$ cat src/core/cca_pkg.sv
// package of constants and types for the channel check block
// Functional notes
// RL1: mode 1 busy when energy above threshold
// RL2: mode 2 busy only on carrier sense
// RL3: mode 0 ORs, mode 3 ANDs both tests
// RL4: host requests via control register in receive
// RL5: listen state result after 140 us
// RL6: pulse done interrupt when manual check ends
// RL7: energy busy above floor plus twice threshold
// RL8: done and idle readable in status register
// RL9: new request clears done and idle
// RL10: end sets done; idle only if not busy
// RL11: carrier sense flags compliant signal above floor
// RL12: request outside receive: done, irq, no measure
// RL13: frame-state request may give extra early irq
// RL14: frame state energy modes wait for measurement
// RL15: frame state mode 2 answers at once
// RL16: one automated energy measurement per header
// RL17: preamble detect disable keeps listen state
// RL18: host avoids requests in extended mode
// RL19: host requests only in listen state
// RL20: request bit self-clears, reads zero
// RL21: mode selector at control bits 6 to 5
// RL22: threshold field at bits 4 to 0
// RL23: floor level is base of threshold
package cca_pkg;
  localparam logic [7:0] CCA_ADDR_STATUS = 8'h01;
  localparam logic [7:0] CCA_ADDR_CTRL = 8'h08;
  localparam logic [7:0] CCA_ADDR_THRES = 8'h09;
  localparam logic [7:0] CCA_ADDR_SYNC = 8'h15;
  localparam int CCA_BIT_DONE = 7;
  localparam int CCA_BIT_IDLE = 6;
  localparam int CCA_BIT_REQ = 7;
  localparam int CHANNEL_CHECK_MODE_SEL_HI = 6;
  localparam int CHANNEL_CHECK_MODE_SEL_LO = 5;
  localparam int CCA_THR_HI = 4;
  localparam int CCA_PDT_BIT = 7;
  localparam logic [6:0] CCA_CTRL_RST = 7'h2B;
  localparam logic [7:0] ENERGY_THRESHOLD_RST = 8'hC7;
  localparam logic [7:0] CCA_SYNC_RST = 8'h00;
  localparam logic [7:0] CCA_ED_FLOOR_DBM = 8'hA5;
  localparam int CCA_CLK_MHZ = 200;
  localparam int CCA_RESULT_US = 140;
  localparam int CCA_ED_US = 128;
  localparam int CCA_RESULT_CYC = CCA_RESULT_US * CCA_CLK_MHZ;
  localparam int CCA_ED_CYC = CCA_ED_US * CCA_CLK_MHZ;
  localparam logic [1:0] CHANNEL_CHECK_MODE_SEL_OR = 2'h0;
  localparam logic [1:0] CHANNEL_CHECK_MODE_SEL_ED = 2'h1;
  localparam logic [1:0] CHANNEL_CHECK_MODE_SEL_CS = 2'h2;
  localparam logic [1:0] CHANNEL_CHECK_MODE_SEL_AND = 2'h3;
  typedef enum logic [3:0] {
    CCA_IDLE = 4'h1,
    CCA_LISTEN = 4'h2,
    CCA_WAIT_ED = 4'h4,
    CCA_SPARE = 4'h8
  } cca_state_t;
endpackage

$ cat src/core/cca_core.sv
// clear channel assessment core with register port
//
// Chosen here: strobed register access.
`timescale 1ns/100ps
`default_nettype none
module cca_core #(
  parameter int RESULT_CYC = cca_pkg::CCA_RESULT_CYC,
  parameter int ED_CYC = cca_pkg::CCA_ED_CYC
) (
  // clock and reset
  input wire logic clk_sys,
  input wire logic rst,
  // register port
  input wire logic [7:0] reg_addr,
  input wire logic [7:0] reg_wdata,
  input wire logic reg_wr,
  input wire logic reg_rd,
  output logic [7:0] reg_rdata,
  // receiver status inputs
  input wire logic rx_listen,
  input wire logic rx_frame,
  input wire logic shr_detect,
  input wire logic [7:0] ed_level,
  input wire logic carrier_sense,
  input wire logic [4:0] trx_state,
  // outputs
  output logic measure_done_irq,
  output logic preamble_detect_disable,
  output logic busy_level
);
  import cca_pkg::*;

  typedef struct packed {
    cca_state_t st;
    logic [1:0] mode;         // channel_check_mode_sel
    logic [4:0] chan;         // low control bits, stored only
    logic [7:0] thres;        // energy_threshold register
    logic [7:0] sync;         // receive_sync_control register
    logic done;               // channel_check_done
    logic idle;               // channel_idle_flag
    logic busy_acc;           // busy seen during listen window
    logic [31:0] cnt;         // listen window counter
    logic ed_run;             // automated measurement active
    logic [31:0] ed_cnt;      // automated measurement counter
    logic ed_armed;           // one measurement per frame
    logic irq;                // interrupt pulse
    logic busy;               // check in progress, feeds busy_level
    logic [7:0] rdata;        // read data register
  } cca_q_t;

  cca_q_t s_q, s_d;

  // energy test: ed level in dB above floor vs twice threshold
  function automatic logic cca_energy_busy(input logic [7:0] ed,
                                           input logic [4:0] thr);
    cca_energy_busy = ed > {2'h0, thr, 1'b0}; // [RL7] [RL23]
  endfunction

  // mode combine of both tests
  function automatic logic cca_busy(input logic [1:0] m, input logic e,
                                    input logic c);
    case (m)
      CHANNEL_CHECK_MODE_SEL_ED: cca_busy = e;       // [RL1]
      CHANNEL_CHECK_MODE_SEL_CS: cca_busy = c;       // [RL2] [RL11]
      CHANNEL_CHECK_MODE_SEL_AND: cca_busy = e & c;  // [RL3]
      default: cca_busy = e | c;       // [RL3]
    endcase
  endfunction

  logic e_busy;
  logic now_busy;
  logic req;
  logic [1:0] req_mode;  // mode written beside the request bit
  logic req_busy;        // busy verdict under the newly written mode
  assign e_busy = cca_energy_busy(ed_level, s_q.thres[CCA_THR_HI:0]);
  // an immediate answer must use the mode written with the request,
  // not the one still held from the previous write
  assign req_mode = reg_wdata[CHANNEL_CHECK_MODE_SEL_HI:CHANNEL_CHECK_MODE_SEL_LO];
  assign req_busy = cca_busy(req_mode, e_busy, carrier_sense);
  assign now_busy = cca_busy(s_q.mode, e_busy, carrier_sense);
  assign req = reg_wr && reg_addr == CCA_ADDR_CTRL
               && reg_wdata[CCA_BIT_REQ];                  // [RL4]

  // next-state logic
  always_comb begin
    s_d = s_q;
    s_d.irq = 1'b0;
    s_d.rdata = 8'h00;
    // automated measurement after each header, once per frame
    if (shr_detect && !s_q.ed_armed) begin
      s_d.ed_run = 1'b1;                                   // [RL16]
      s_d.ed_cnt = 32'h0;
      s_d.ed_armed = 1'b1;
    end else if (s_q.ed_run) begin
      if (s_q.ed_cnt == 32'(ED_CYC - 1)) begin
        s_d.ed_run = 1'b0;
      end else begin
        s_d.ed_cnt = s_q.ed_cnt + 32'h1;
      end
    end
    if (!rx_frame && !shr_detect) begin
      s_d.ed_armed = 1'b0;  // re-arm once the frame is over
    end
    // register writes; request bit is never stored
    if (reg_wr) begin
      case (reg_addr)
        CCA_ADDR_CTRL: begin
          s_d.mode = reg_wdata[CHANNEL_CHECK_MODE_SEL_HI:CHANNEL_CHECK_MODE_SEL_LO];   // [RL21] [RL20]
          s_d.chan = reg_wdata[4:0];
        end
        CCA_ADDR_THRES: s_d.thres = reg_wdata;             // [RL22]
        CCA_ADDR_SYNC: s_d.sync = reg_wdata;               // [RL17]
        default: ;
      endcase
    end
    // sequencer
    case (s_q.st)
      CCA_IDLE: begin
        if (req) begin
          s_d.done = 1'b0;                                 // [RL9]
          s_d.idle = 1'b0;
          if (rx_listen && !rx_frame) begin
            s_d.st = CCA_LISTEN;                           // [RL5] [RL17]
            s_d.cnt = 32'h0;
            s_d.busy_acc = 1'b0;
          end else if (rx_frame) begin
            if (req_mode == CHANNEL_CHECK_MODE_SEL_CS || !s_q.ed_run) begin
              s_d.done = 1'b1;                             // [RL14] [RL15]
              s_d.idle = !req_busy;
              s_d.irq = 1'b1;
            end else begin
              s_d.st = CCA_WAIT_ED;                        // [RL14] [RL13]
            end
          end else begin
            s_d.done = 1'b1;                               // [RL12]
            s_d.irq = 1'b1;
          end
        end
      end
      CCA_LISTEN: begin
        s_d.busy_acc = s_q.busy_acc | now_busy;
        if (s_q.cnt == 32'(RESULT_CYC - 1)) begin
          s_d.st = CCA_IDLE;
          s_d.done = 1'b1;                                 // [RL10]
          s_d.idle = !(s_q.busy_acc | now_busy);
          s_d.irq = 1'b1;                                  // [RL6]
        end else begin
          s_d.cnt = s_q.cnt + 32'h1;
        end
      end
      CCA_WAIT_ED: begin
        // finishes with the automated measurement, busy taken at its end
        if (!s_q.ed_run) begin
          s_d.st = CCA_IDLE;
          s_d.done = 1'b1;                                 // [RL10] [RL14]
          s_d.idle = !now_busy;
          s_d.irq = 1'b1;                                  // [RL6]
        end
      end
      default: s_d.st = CCA_IDLE;
    endcase
    // busy flag registered so the output comes straight from a flop
    s_d.busy = s_d.st != CCA_IDLE;
    // register reads, data in the next cycle
    if (reg_rd) begin
      case (reg_addr)
        CCA_ADDR_STATUS: s_d.rdata = {s_q.done, s_q.idle, 1'b0,
                                      trx_state};           // [RL8]
        CCA_ADDR_CTRL: s_d.rdata = {1'b0, s_q.mode, s_q.chan};
        CCA_ADDR_THRES: s_d.rdata = s_q.thres;
        CCA_ADDR_SYNC: s_d.rdata = s_q.sync;
        default: s_d.rdata = 8'h00;
      endcase
    end
  end

  // state register
  always_ff @(posedge clk_sys or posedge rst) begin
    if (rst) begin
      s_q <= '0;
      s_q.st <= CCA_IDLE;
      s_q.mode <= CCA_CTRL_RST[6:5];
      s_q.chan <= CCA_CTRL_RST[4:0];
      s_q.thres <= ENERGY_THRESHOLD_RST;
      s_q.sync <= CCA_SYNC_RST;
    end else begin
      s_q <= s_d;
    end
  end

  assign reg_rdata = s_q.rdata;
  assign measure_done_irq = s_q.irq;
  assign preamble_detect_disable = s_q.sync[CCA_PDT_BIT];  // [RL17]
  assign busy_level = s_q.busy;
endmodule
`default_nettype wire

$ cat config.mk
export PLATFORM = sky130hd
export DESIGN_NAME = cca_core
export DESIGN_NICKNAME = d
export VERILOG_FILES = /design/src/core/cca_pkg.sv /design/src/core/cca_core.sv
export SDC_FILE = /design/constraint.sdc
export NUM_CORES = 1
export LEC_CHECK = 0
export BUFFER_PORTS_ARGS = -buffer_cell sky130_fd_sc_hd__buf_2
export CAP_MARGIN = 30
export CORE_UTILIZATION = 47
export DETAILED_ROUTE_END_ITERATION = 10
export PLACE_DENSITY = 0.61
export SLEW_MARGIN = 0
export SYNTH_ARGS = -nofsm -noshare
export SYNTH_HDL_FRONTEND = slang
export SYNTH_SLANG_ARGS = --single-unit
$ cat constraint.sdc
create_clock -name clk_sys -period 4 [get_ports clk_sys]
set_input_delay 0.4 -clock clk_sys [delete_from_list [all_inputs] [get_ports clk_sys]]
set_output_delay 0.4 -clock clk_sys [all_outputs]
set_load 0.01 [all_outputs]
==> metrics, run 1 <==
status finished clean; Crit-path slowest cell or4b_2; RD Place Congestion between 0.8 and 0.9; total grt overflow 0; Die X ~110 µm; initial core utilization 0.492; total power about 2.3 mW; Placed Cells 758; WHS around 5.3 ps; Post-Syn Instances roughly 600; RSZ-0062 raised after global routing false; total core area about 0.012 mm²; die area between 0.01 and 0.015 mm²; Rows 39; Slew @ Worst Pin a little under 1000 ps; GRT Util Overall 0.214; Post-Syn Area 0.00571 mm²; top_reg_cell synth dfrtp_1; leak pwr about 2.7 nW; final WL approximately 13 mm; IO Count 48; first-pass GRT wire length roughly 21 mm; first drt pass iteration count 4; Yosys warnings 0; post-synthesis sequential area ratio 0.467; Sink Count roughly 110; DR iter-0 viols ~320; EDFF count, synth 0; Area Growth Syn to Fin 11.2%; Peak VDD IR about 0.35 mV; Via Count between 4000 and 5000; Yosys reg bits 106; Die Ht around 110 µm; total negative slack 0 ps; Num CTS Buffers 9; design area roughly 0.0064 mm²; fin crit share 0.661; clk_skew about 8 ps; H-tree depth 3; CTS root buffer clkbuf_16; Pwr per Cell Area between 300 and 400 mW/mm²; worst path cell trace or4b_2, nor4_1, a21bo_2, and3_1, mux2_2; Final Hold Fails 0; post_cts resized 0; Post-DP Area approximately 0.0060 mm²; startpoint type of the worst setup path flip-flop; Worst Path Required between 4000 and 5000 ps; Post-synth ARST share 1.00; CTS Hold Buffers Added 0; # setup viols final 0; top fanout value on the critical path 6; WP buf/inv 0; IO Port Bufs 47; layout cells sized above 1 0.181; Syn Nets 641; Worst Hold Class in2async; Final #Nets 670; Slew HR 0.344; ant diodes 0; Largest delay share family, worst path simple AND/OR/NAND/NOR gates; DPL Wire Length ~8.6 mm; Slew Limit Fails 0; WL per Instance roughly 16 µm; Max Cap Viol 0; DRC Markers 0; postcts setup bufs 0; antenna-violating nets left 0; Finished Layout Cells between 700 and 800; vias in the first global route roughly 4500; CTS Buffer Depth 2; Reg clk slew, reported paths 70 ps; Critical Path Max Stage Delay slightly below 700 ps; Netlist cell types 57; most frequent cells in the layout dfrtp_1, nand2_1, buf_2, a21oi_1, nor2_1; CP Data Arrival Time 2890 ps; crit path kind reg2reg; initial antenna violation count 1; Tmin final roughly 2600 ps; Skew-Pair Late Insertion Delay roughly 350 ps; fmax ~380 MHz; commonest non-fill, non-tap cell in the layout dfrtp_1; pin count of the biggest net entering global routing 47; fill count approximately 1100; clock tree from TritonCTS built; Synth Area per Inst roughly 9.6 µm²; vias per cell roughly 6; CP Capture Type flip-flop
layer usage:
layer  GRT usage  vias to the layer above  share of wire
met2       0.355                       71           0.49
met1       0.280                     2263           0.47
li1            -                     2275              -
met5           0                        -        0.00088
met4      0.0773                        2          0.015
met3      0.0432                       16          0.031
logic make-up (layout without fill, tap and decap cells):
family / after synthesis / count (layout) / synth area share
AO/OA/AOI/OAI: 121 / 121 / 0.136
buffers and inverters: 55 / 89 / 0.0432
adder cells (fa/ha/maj): 7 / 7 / 0.0153
flip-flops: 106 / 106 / 0.467
AND/OR/NAND/NOR: 259 / 259 / 0.254
other: 1 / 1 / 0.000657
XOR/XNOR: 19 / 19 / 0.0291
multiplexers: 29 / 29 / 0.0557
stage by stage:
stage | utilization | setup WS (ps)
2_1_floorplan | - | 828
3_3_place_gp | 0.516 | 1270
3_5_place_dp | 0.517 | 1200
4_1_cts | 0.547 | 1360
5_1_grt | 0.547 | 1220
6_report | 0.547 | 1360
synth_stat cells, drive strengths merged (4+ instances only):
master,n,share of area
clkbuf,17,0.011
dfstp,10,0.046
o31ai,21,0.030
nand3,29,0.025
dfrtp,96,0.42
xor2,15,0.023
and4,5,0.0077
mux2,22,0.043
mux2i,7,0.012
nor4,19,0.024
o21ai,20,0.018
xnor2,4,0.0061
and3,13,0.014
o211ai,5,0.0066
or4,29,0.038
a21oi,43,0.038
nor2,34,0.022
nand2,59,0.039
or3,13,0.014
nand4,17,0.020
a22oi,14,0.018
nand2b,12,0.013
ha,7,0.015
inv,20,0.013
buf,18,0.019
nor3,9,0.0079
sequential cells by signal, indices dropped and copies added, names as in the netlist:
| register | count |
|---|---|
| measure_done_irq | 1 |
| s_q | 95 |
| busy_level | 1 |
| preamble_detect_disable | 1 |
| reg_rdata | 8 |
power by group:
part           switching, mW  leakage (nW)  internal (mW)
registers             0.0291          1.41           1.11
clock network          0.411         0.167          0.616
logic                 0.0855          1.16         0.0569
layout make-up:
cell class              instances  area, µm²  share of cell area
clock buffers                  10        229              0.0361
clock inverters                 6        113              0.0177
inverters                      20       77.6              0.0122
multi-input cells             436       2800               0.441
flip-flops and latches        106       2670               0.420
well taps                     143        179              0.0282
repair buffers                 53        288              0.0453
final timing paths:
path | start | endpoint | slack (ps) | cells past startpoint
max reg2reg | s_q[60] | s_q[78] | 1360 | 5
max | s_q[60] | s_q[78] | 1360 | 5
min | rst | s_q[16] | 5 | 2
min in group clk_sys | shr_detect | s_q[10] | 260 | 2
min reg2reg | s_q[94] | reg_rdata[7] | 510 | 2
max in group asynchronous | rst | s_q[104] | 3090 | 3
(Power assumes the default switching activity.)
==> run 2, diff against run 1 <==
--- a/config.mk
+++ b/config.mk
@@ -9,7 +9,7 @@
 export CAP_MARGIN = 30
 export CORE_UTILIZATION = 47
 export DETAILED_ROUTE_END_ITERATION = 10
-export PLACE_DENSITY = 0.61
+export PLACE_DENSITY = 0.64
 export SLEW_MARGIN = 0
 export SYNTH_ARGS = -nofsm -noshare
 export SYNTH_HDL_FRONTEND = slang
==> constraint.sdc (replaced) <==
create_clock -name clk_sys -period 2.25 [get_ports clk_sys]
set_input_delay 0.225 -clock clk_sys [delete_from_list [all_inputs] [get_ports clk_sys]]
set_output_delay 0.225 -clock clk_sys [all_outputs]
set_load 0.01 [all_outputs]
==> run 2 against run 1 <==
  * The run now ends with design-rule violations left
  * Die area stayed put
  * Utilization increased by 3.2 points
  * Count of clock-buffer cells in the layout rose by 2
  * Design area rose by 5.8%
  * Combinational power is 92% higher
  * Highest routed layer is now met4
==> metrics, run 2 (synthesized netlist as in run 1, its figures left out) <==
status complete, but fails checks; failing checks design-rule violations; CTS Buffer Depth 2 (unchanged); Num CTS Buffers 9 (unchanged); Worst Path Required 2530 ps (-1710 ps); initial antenna violation count 0 (-1); total core area 0.0116 mm² (unchanged); top fanout value on the critical path 19 (+13); DRC Markers 1 (+1); Area Growth Syn to Fin 17.7%; Switching Fraction 0.243 (+0.0144); GRT Util Overall 0.222 (+0.00781); vias per cell 5.93 (-0.76%); DPL Wire Length 9.20 mm (+6.6%); H-tree depth 3 (unchanged); Skew-Pair Late Insertion Delay 350 ps (about the same); DR iter-0 viols 316 (-1.6%); WHS 27.9 ps (+22.7 ps); initial core utilization 0.492 (unchanged); first-pass GRT wire length 22.3 mm (+3.9%); Peak VDD IR 0.445 mV (+27%); crit path kind reg2reg; R2R depth 6 (+1); clock tree from TritonCTS built; commonest non-fill, non-tap cell in the layout dfrtp_1; WL per Instance 16.3 µm (+0.98%); Pwr per Cell Area 570 mW/mm² (+57%); total grt overflow 0 (unchanged); most frequent cells in the layout dfrtp_1, nand2_1, buf_2, buf_4, a21oi_1; leak pwr 2.92 nW (+6.8%); Via Count 4829 (+4.4%); Worst Hold Class in2async; ant diodes 0 (unchanged); total negative slack 0 ps (unchanged); die area 0.0126 mm² (unchanged); reg2reg start s_q[102]; Die X 112 µm (unchanged); CTS root buffer clkbuf_16; Rows 39 (unchanged); startpoint type of the worst setup path flip-flop; CTS Hold Buffers Added 0 (unchanged); fin crit share 0.988 (+0.327); IO Count 48 (unchanged); # setup viols final 0 (unchanged); Reg clk slew, reported paths 70 ps (about the same); CP Capture Type flip-flop; clk_skew 7.44 ps (-0.781 ps); Final #Nets 710 (+6.0%); pin count of the biggest net entering global routing 107 (+130%); final WL 13.3 mm (+6.2%); fill count 1028 (-2.4%); Max Cap Viol 0 (unchanged); fmax 450 MHz (+19%); Slew @ Worst Pin 575 ps (-409 ps); Worst R2R End s_q[61]; Final Hold Fails 0 (unchanged); first drt pass iteration count 8 (+4); IO Port Bufs 47 (unchanged); Die Ht 112 µm (unchanged); Comb pwr share 0.071 (+0.009); Flop pwr share 0.526 (+0.034); Slew HR 0.614 (+0.270); Largest Register s_q; Psw 0.929 mW (+77%); Sink Count 106 (unchanged); CP endpoint s_q[61]; Tmin final 2220 ps (-421 ps); P_int 2.90 mW (+63%); Slew Limit Fails 0 (unchanged); number of flip-flops in the largest register 95 (unchanged); layout cells sized above 1 0.252 (+0.0712); RD Place Congestion 0.829 (+2.8%); clock share of power 0.402 (-0.044); Worst setup startpoint s_q[102]; antenna-violating nets left 0 (unchanged); CP Data Arrival Time 2500 ps (-390 ps); RSZ-0062 raised after global routing true; r2r setup slk 30 ps (-1330 ps); vias in the first global route 4673 (+5.0%)
[run 2: cell types whose count changed in the layout (fill, tap and decap cells not counted), sizes merged]
cell      previous run  this run
inv                 22        20
clkinv               1         2
bufinv               3         0
buf                 53        93
clkbuf              10        12
clkinvlp             0         2
[run 2: cell type report]
class                      count  area (µm²)  share of cell area
timing repair buffer          93         622              0.0926
tap                          143         179              0.0266
clock inverter                 4        33.8             0.00503
multi-input combinational    436        2880               0.429
sequential                   106        2670               0.397
clock buffer                  12         256              0.0382
inverter                      20        78.8              0.0117
[run 2: repair_timing]
action	4_1_cts	5_1_grt
gates cloned	0	0
resized for setup	2	16
pin swaps	1	9
setup buffers	0	0
setup endpoints to repair	11	9
[run 2: power groups by stage]
| stage | Sequential [mW] | Clock (mW) | Combinational, mW |
|---|---|---|---|
| finish | 2.02 | 1.54 | 0.272 |
| global placement | 2.05 | 0 | 0.260 |
| global route | 2.02 | 1.65 | 0.313 |
| CTS | 2.02 | 1.58 | 0.275 |
| detailed placement | 2.05 | 0 | 0.273 |
| floorplan | 2.04 | 0 | 0.167 |
[run 2: worst min path at each step]
stage | startpoint | endpoint | slack [ps]
2_1_floorplan | shr_detect | s_q[10] | 320
3_3_place_gp | shr_detect | s_q[10] | 430
3_5_place_dp | shr_detect | s_q[10] | 430
4_1_cts | rst | s_q[39] | 60
5_1_grt | shr_detect | s_q[10] | 70
6_report | rst | s_q[39] | 30
[run 2: metal layers]
| metal | vias up | track usage | share of wire |
|---|---|---|---|
| met5 | - | 0 | 0 |
| met4 | 0 | 0.0756 | 0.014 |
| met3 | 15 | 0.0383 | 0.025 |
| met2 | 71 | 0.374 | 0.51 |
| met1 | 2399 | 0.290 | 0.45 |
| li1 | 2344 | - | - |
[run 2: worst max-delay path, cell delays in order (launching register included)]
cell and delay (ps):
dfstp_2 530, or4bb_4 470, a21oi_4 210, nand4_2 150, buf_12 180, or4_4 480, a21oi_2 140
[run 2: metrics by stage]
stage / power, mW / util / setup WS [ps] / cells / cell area [µm²]
floorplan: 2.21 / - / 47.4 / 597 / 5720
global placement: 2.31 / 0.547 / -53.8 / 798 / 6350
detailed placement: 2.33 / 0.547 / -96.4 / 798 / 6350
CTS: 3.87 / 0.573 / 32.6 / 814 / 6650
global route: 3.99 / 0.579 / -24.6 / 814 / 6720
finish: 3.83 / 0.579 / 27.7 / 814 / 6720
==> run 3, diff against run 2 <==
--- a/config.mk
+++ b/config.mk
@@ -5,11 +5,12 @@
 export SDC_FILE = /design/constraint.sdc
 export NUM_CORES = 1
 export LEC_CHECK = 0
+export ABC_AREA = 1
 export BUFFER_PORTS_ARGS = -buffer_cell sky130_fd_sc_hd__buf_2
 export CAP_MARGIN = 30
 export CORE_UTILIZATION = 47
 export DETAILED_ROUTE_END_ITERATION = 10
-export PLACE_DENSITY = 0.64
+export PLACE_DENSITY = 0.63
 export SLEW_MARGIN = 0
 export SYNTH_ARGS = -nofsm -noshare
 export SYNTH_HDL_FRONTEND = slang
==> run 3 against run 2 <==
  * The run now ends clean
  * Worst hold slack better by 52 ps
  * Final cell count up 51%
  * Wire length up 26%
==> metrics, run 3 <==
status finished clean; Sink Count 106 (unchanged); Area contributors post-synth dfrtp_1, nand2_1, nor2_1; vias in the first global route 5815 (+24%); Yosys warnings 0 (unchanged); fmax 510 MHz (+13%); RSZ-0062 raised after global routing false; initial core utilization 0.483 (-0.00906); vias per cell 5.14 (-13%); Rows 43 (+10%); pin count of the biggest net entering global routing 46 (-57%); Worst Path Required 2520 ps (about the same); Die X 122 µm (+8.4%); Most common cell on crit path nand2_2; DR iter-0 viols 544 (+72%); leak pwr 3.63 nW (+25%); CTS Buffer Depth 2 (unchanged); Synth area leader dfrtp_1; Area Growth Syn to Fin 11.1%; Slew @ Worst Pin 507 ps (-68.5 ps); Reg clk slew, reported paths 80 ps (about the same); CTS root buffer clkbuf_16; Tmin final 1960 ps (-261 ps); Final Hold Fails 0 (unchanged); crit path kind reg2reg; Die Ht 122 µm (+8.4%); top_reg_cell synth dfrtp_1; final WL 16.7 mm (+26%); dpl ws 243 ps (+339 ps); total negative slack 0 ps (unchanged); GRT Util Overall 0.247 (+0.0249); total grt overflow 0 (unchanged); Pwr per Cell Area 530 mW/mm² (-7.0%); Worst Hold Class in2reg; most frequent cells in the layout nand2_1, nor2_1, inv_1, dfrtp_1, nand3_1; Final #Nets 1090 (+54%); Yosys top cell area share 0.357 (-0.0635); Largest Register s_q; clk_skew 6.70 ps (-0.742 ps); Crit-path slowest cell dfrtp_1; Finished Layout Cells 1231 (+51%); startpoint type of the worst setup path flip-flop; first-pass GRT wire length 28.8 mm (+29%); post-synthesis sequential area ratio 0.396 (-0.0704); WP buf/inv 1 (unchanged); RD Place Congestion 0.941 (+14%); CP Data Arrival Time 2230 ps (-270 ps); WHS 80.4 ps (+52.4 ps); EDFF count, synth 0 (unchanged); DRC Markers 0 (-1); Placed Cells 1214 (+52%); Post-Syn Area 0.00672 mm² (+18%); Levels on crit path 9 (+3); first drt pass iteration count 5 (-3); DPL Wire Length 12.7 mm (+38%); Skew-Pair Late Insertion Delay 360 ps (about the same); Synth Area per Inst 6.74 µm² (-29%); Post-Syn Instances 997 (+67%); final worst setup slack 289 ps (+261 ps); Syn Nets 1041 (+62%); Post-synth ARST share 1.00 (unchanged); IO Port Bufs 47 (unchanged); layout cells sized above 1 0.128 (-0.123); top cells by count, synth nand2_1, nor2_1, inv_1, dfrtp_1, nand3_1; Via Count 6329 (+31%); commonest non-fill, non-tap cell in the layout nand2_1; Worst R2R End s_q[73]; Yosys reg bits 106 (unchanged); worst path cell trace ha_1, nand2_2, nor2_4, inv_2, nor2_2, nand2_2, o21ai_4, nand2_4, o21ai_0; antenna-violating nets left 0 (unchanged); fill count 1398 (+36%); reg2reg start s_q[45]; H-tree depth 3 (unchanged); Num CTS Buffers 9 (unchanged); CP endpoint s_q[73]; CP Capture Type flip-flop; total core area 0.0139 mm² (+20%); Largest delay share family, worst path simple AND/OR/NAND/NOR gates; Critical Path Max Stage Delay 380 ps (-150 ps); Peak VDD IR 0.431 mV (-3.2%); Netlist cell types 34 (-40%); Max Cap Viol 0 (unchanged); number of flip-flops in the largest register 95 (unchanged); # setup viols final 0 (unchanged); clock tree from TritonCTS built; r2r setup slk 290 ps (+260 ps); IO Count 48 (unchanged); die area 0.0148 mm² (+17%); Slew Limit Fails 0 (unchanged); WL per Instance 13.6 µm (-17%); fin crit share 0.872 (-0.116); R2R depth 9 (+3); initial antenna violation count 0 (unchanged); most frequent cell after synthesis nand2_1; top fanout value on the critical path 33 (+14); Worst setup startpoint s_q[45]; ant diodes 0 (unchanged); Slew HR 0.661 (+0.0479)
[run 3: changes by cell type after synthesis, sizes merged, moves of 13 or more]
cell and change:
mux2 -22, o31ai -21, nor4 -19, or4 -29, or3 -13, nor3 +14
nand2 +292, nand4 +20, a22oi -14, o21ai +41, nand3 +62, nor2 +96
inv +100, a21oi -29
[run 3: worst min path at each step]
stage          cells after the start      endpoint  startpoint
2_1_floorplan                      2  reg_rdata[5]      reg_rd
3_3_place_gp                       2       s_q[53]         rst
3_5_place_dp                       2       s_q[45]         rst
4_1_cts                            3       s_q[10]  shr_detect
5_1_grt                            3       s_q[10]  shr_detect
6_report                           3       s_q[10]  shr_detect
[run 3: power breakdown]
group	switching (mW)	internal [mW]	leakage (nW)	total (mW)
logic	0.214	0.131	2.20	0.345
registers	0.0651	1.98	1.30	2.04
clock network	0.793	0.779	0.138	1.57
total	1.07	2.89	3.63	3.96
[run 3: area by class of cell]
type,instances,area [µm²],share of cell area
clock buffers,10,229,0.0306
clock inverters,6,56.3,0.00754
inverters,122,462,0.0618
multi-input cells,743,3430,0.459
flip-flops and latches,106,2670,0.357
well taps,180,225,0.0301
repair buffers,64,403,0.0539
[run 3: stage by stage]
step | util | total power, mW | area, µm²
2_1_floorplan | - | 2.30 | 6730
3_3_place_gp | 0.515 | 2.42 | 7170
3_5_place_dp | 0.515 | 2.42 | 7170
4_1_cts | 0.536 | 4.01 | 7470
5_1_grt | 0.536 | 4.16 | 7470
6_report | 0.536 | 3.96 | 7470
[run 3: cell families (layout without fill, tap and decap cells)]
logic type / count (synthesis) / count (layout) / share of synthesized area
DFF: 106 / 106 / 0.396
AOI/OAI and AO/OA: 78 / 78 / 0.0724
xor gates and xnor gates: 13 / 13 / 0.0169
adders and majority gates: 7 / 7 / 0.0130
and+or+nand+nor: 644 / 644 / 0.407
other: 1 / 1 / 0.000558
buffers and inverters: 148 / 202 / 0.0938
[run 3: what timing repair did]
item	4_1_cts	5_1_grt
endpoints found under the setup margin	0	33
hold buffers	1	0
gates resized for setup	0	2
hold endpoints to repair	19	0
setup buffers	0	0
[run 3: metal layers]
layer / up-vias / routed length (µm) / GRT usage
li1: 3262 / - / -
met1: 2881 / 8650 / 0.374
met2: 172 / 7000 / 0.362
met3: 14 / 841 / 0.0393
met4: 0 / 223 / 0.0664
met5: - / 0 / 0
[run 3: worst reg2reg max path, stage by stage (launching register included)]
cell,delay (ps)
dfrtp_1,380
ha_1,270
nand2_2,110
nor2_4,100
inv_2,60
nor2_2,110
nand2_2,80
o21ai_4,180
nand2_4,300
o21ai_0,270
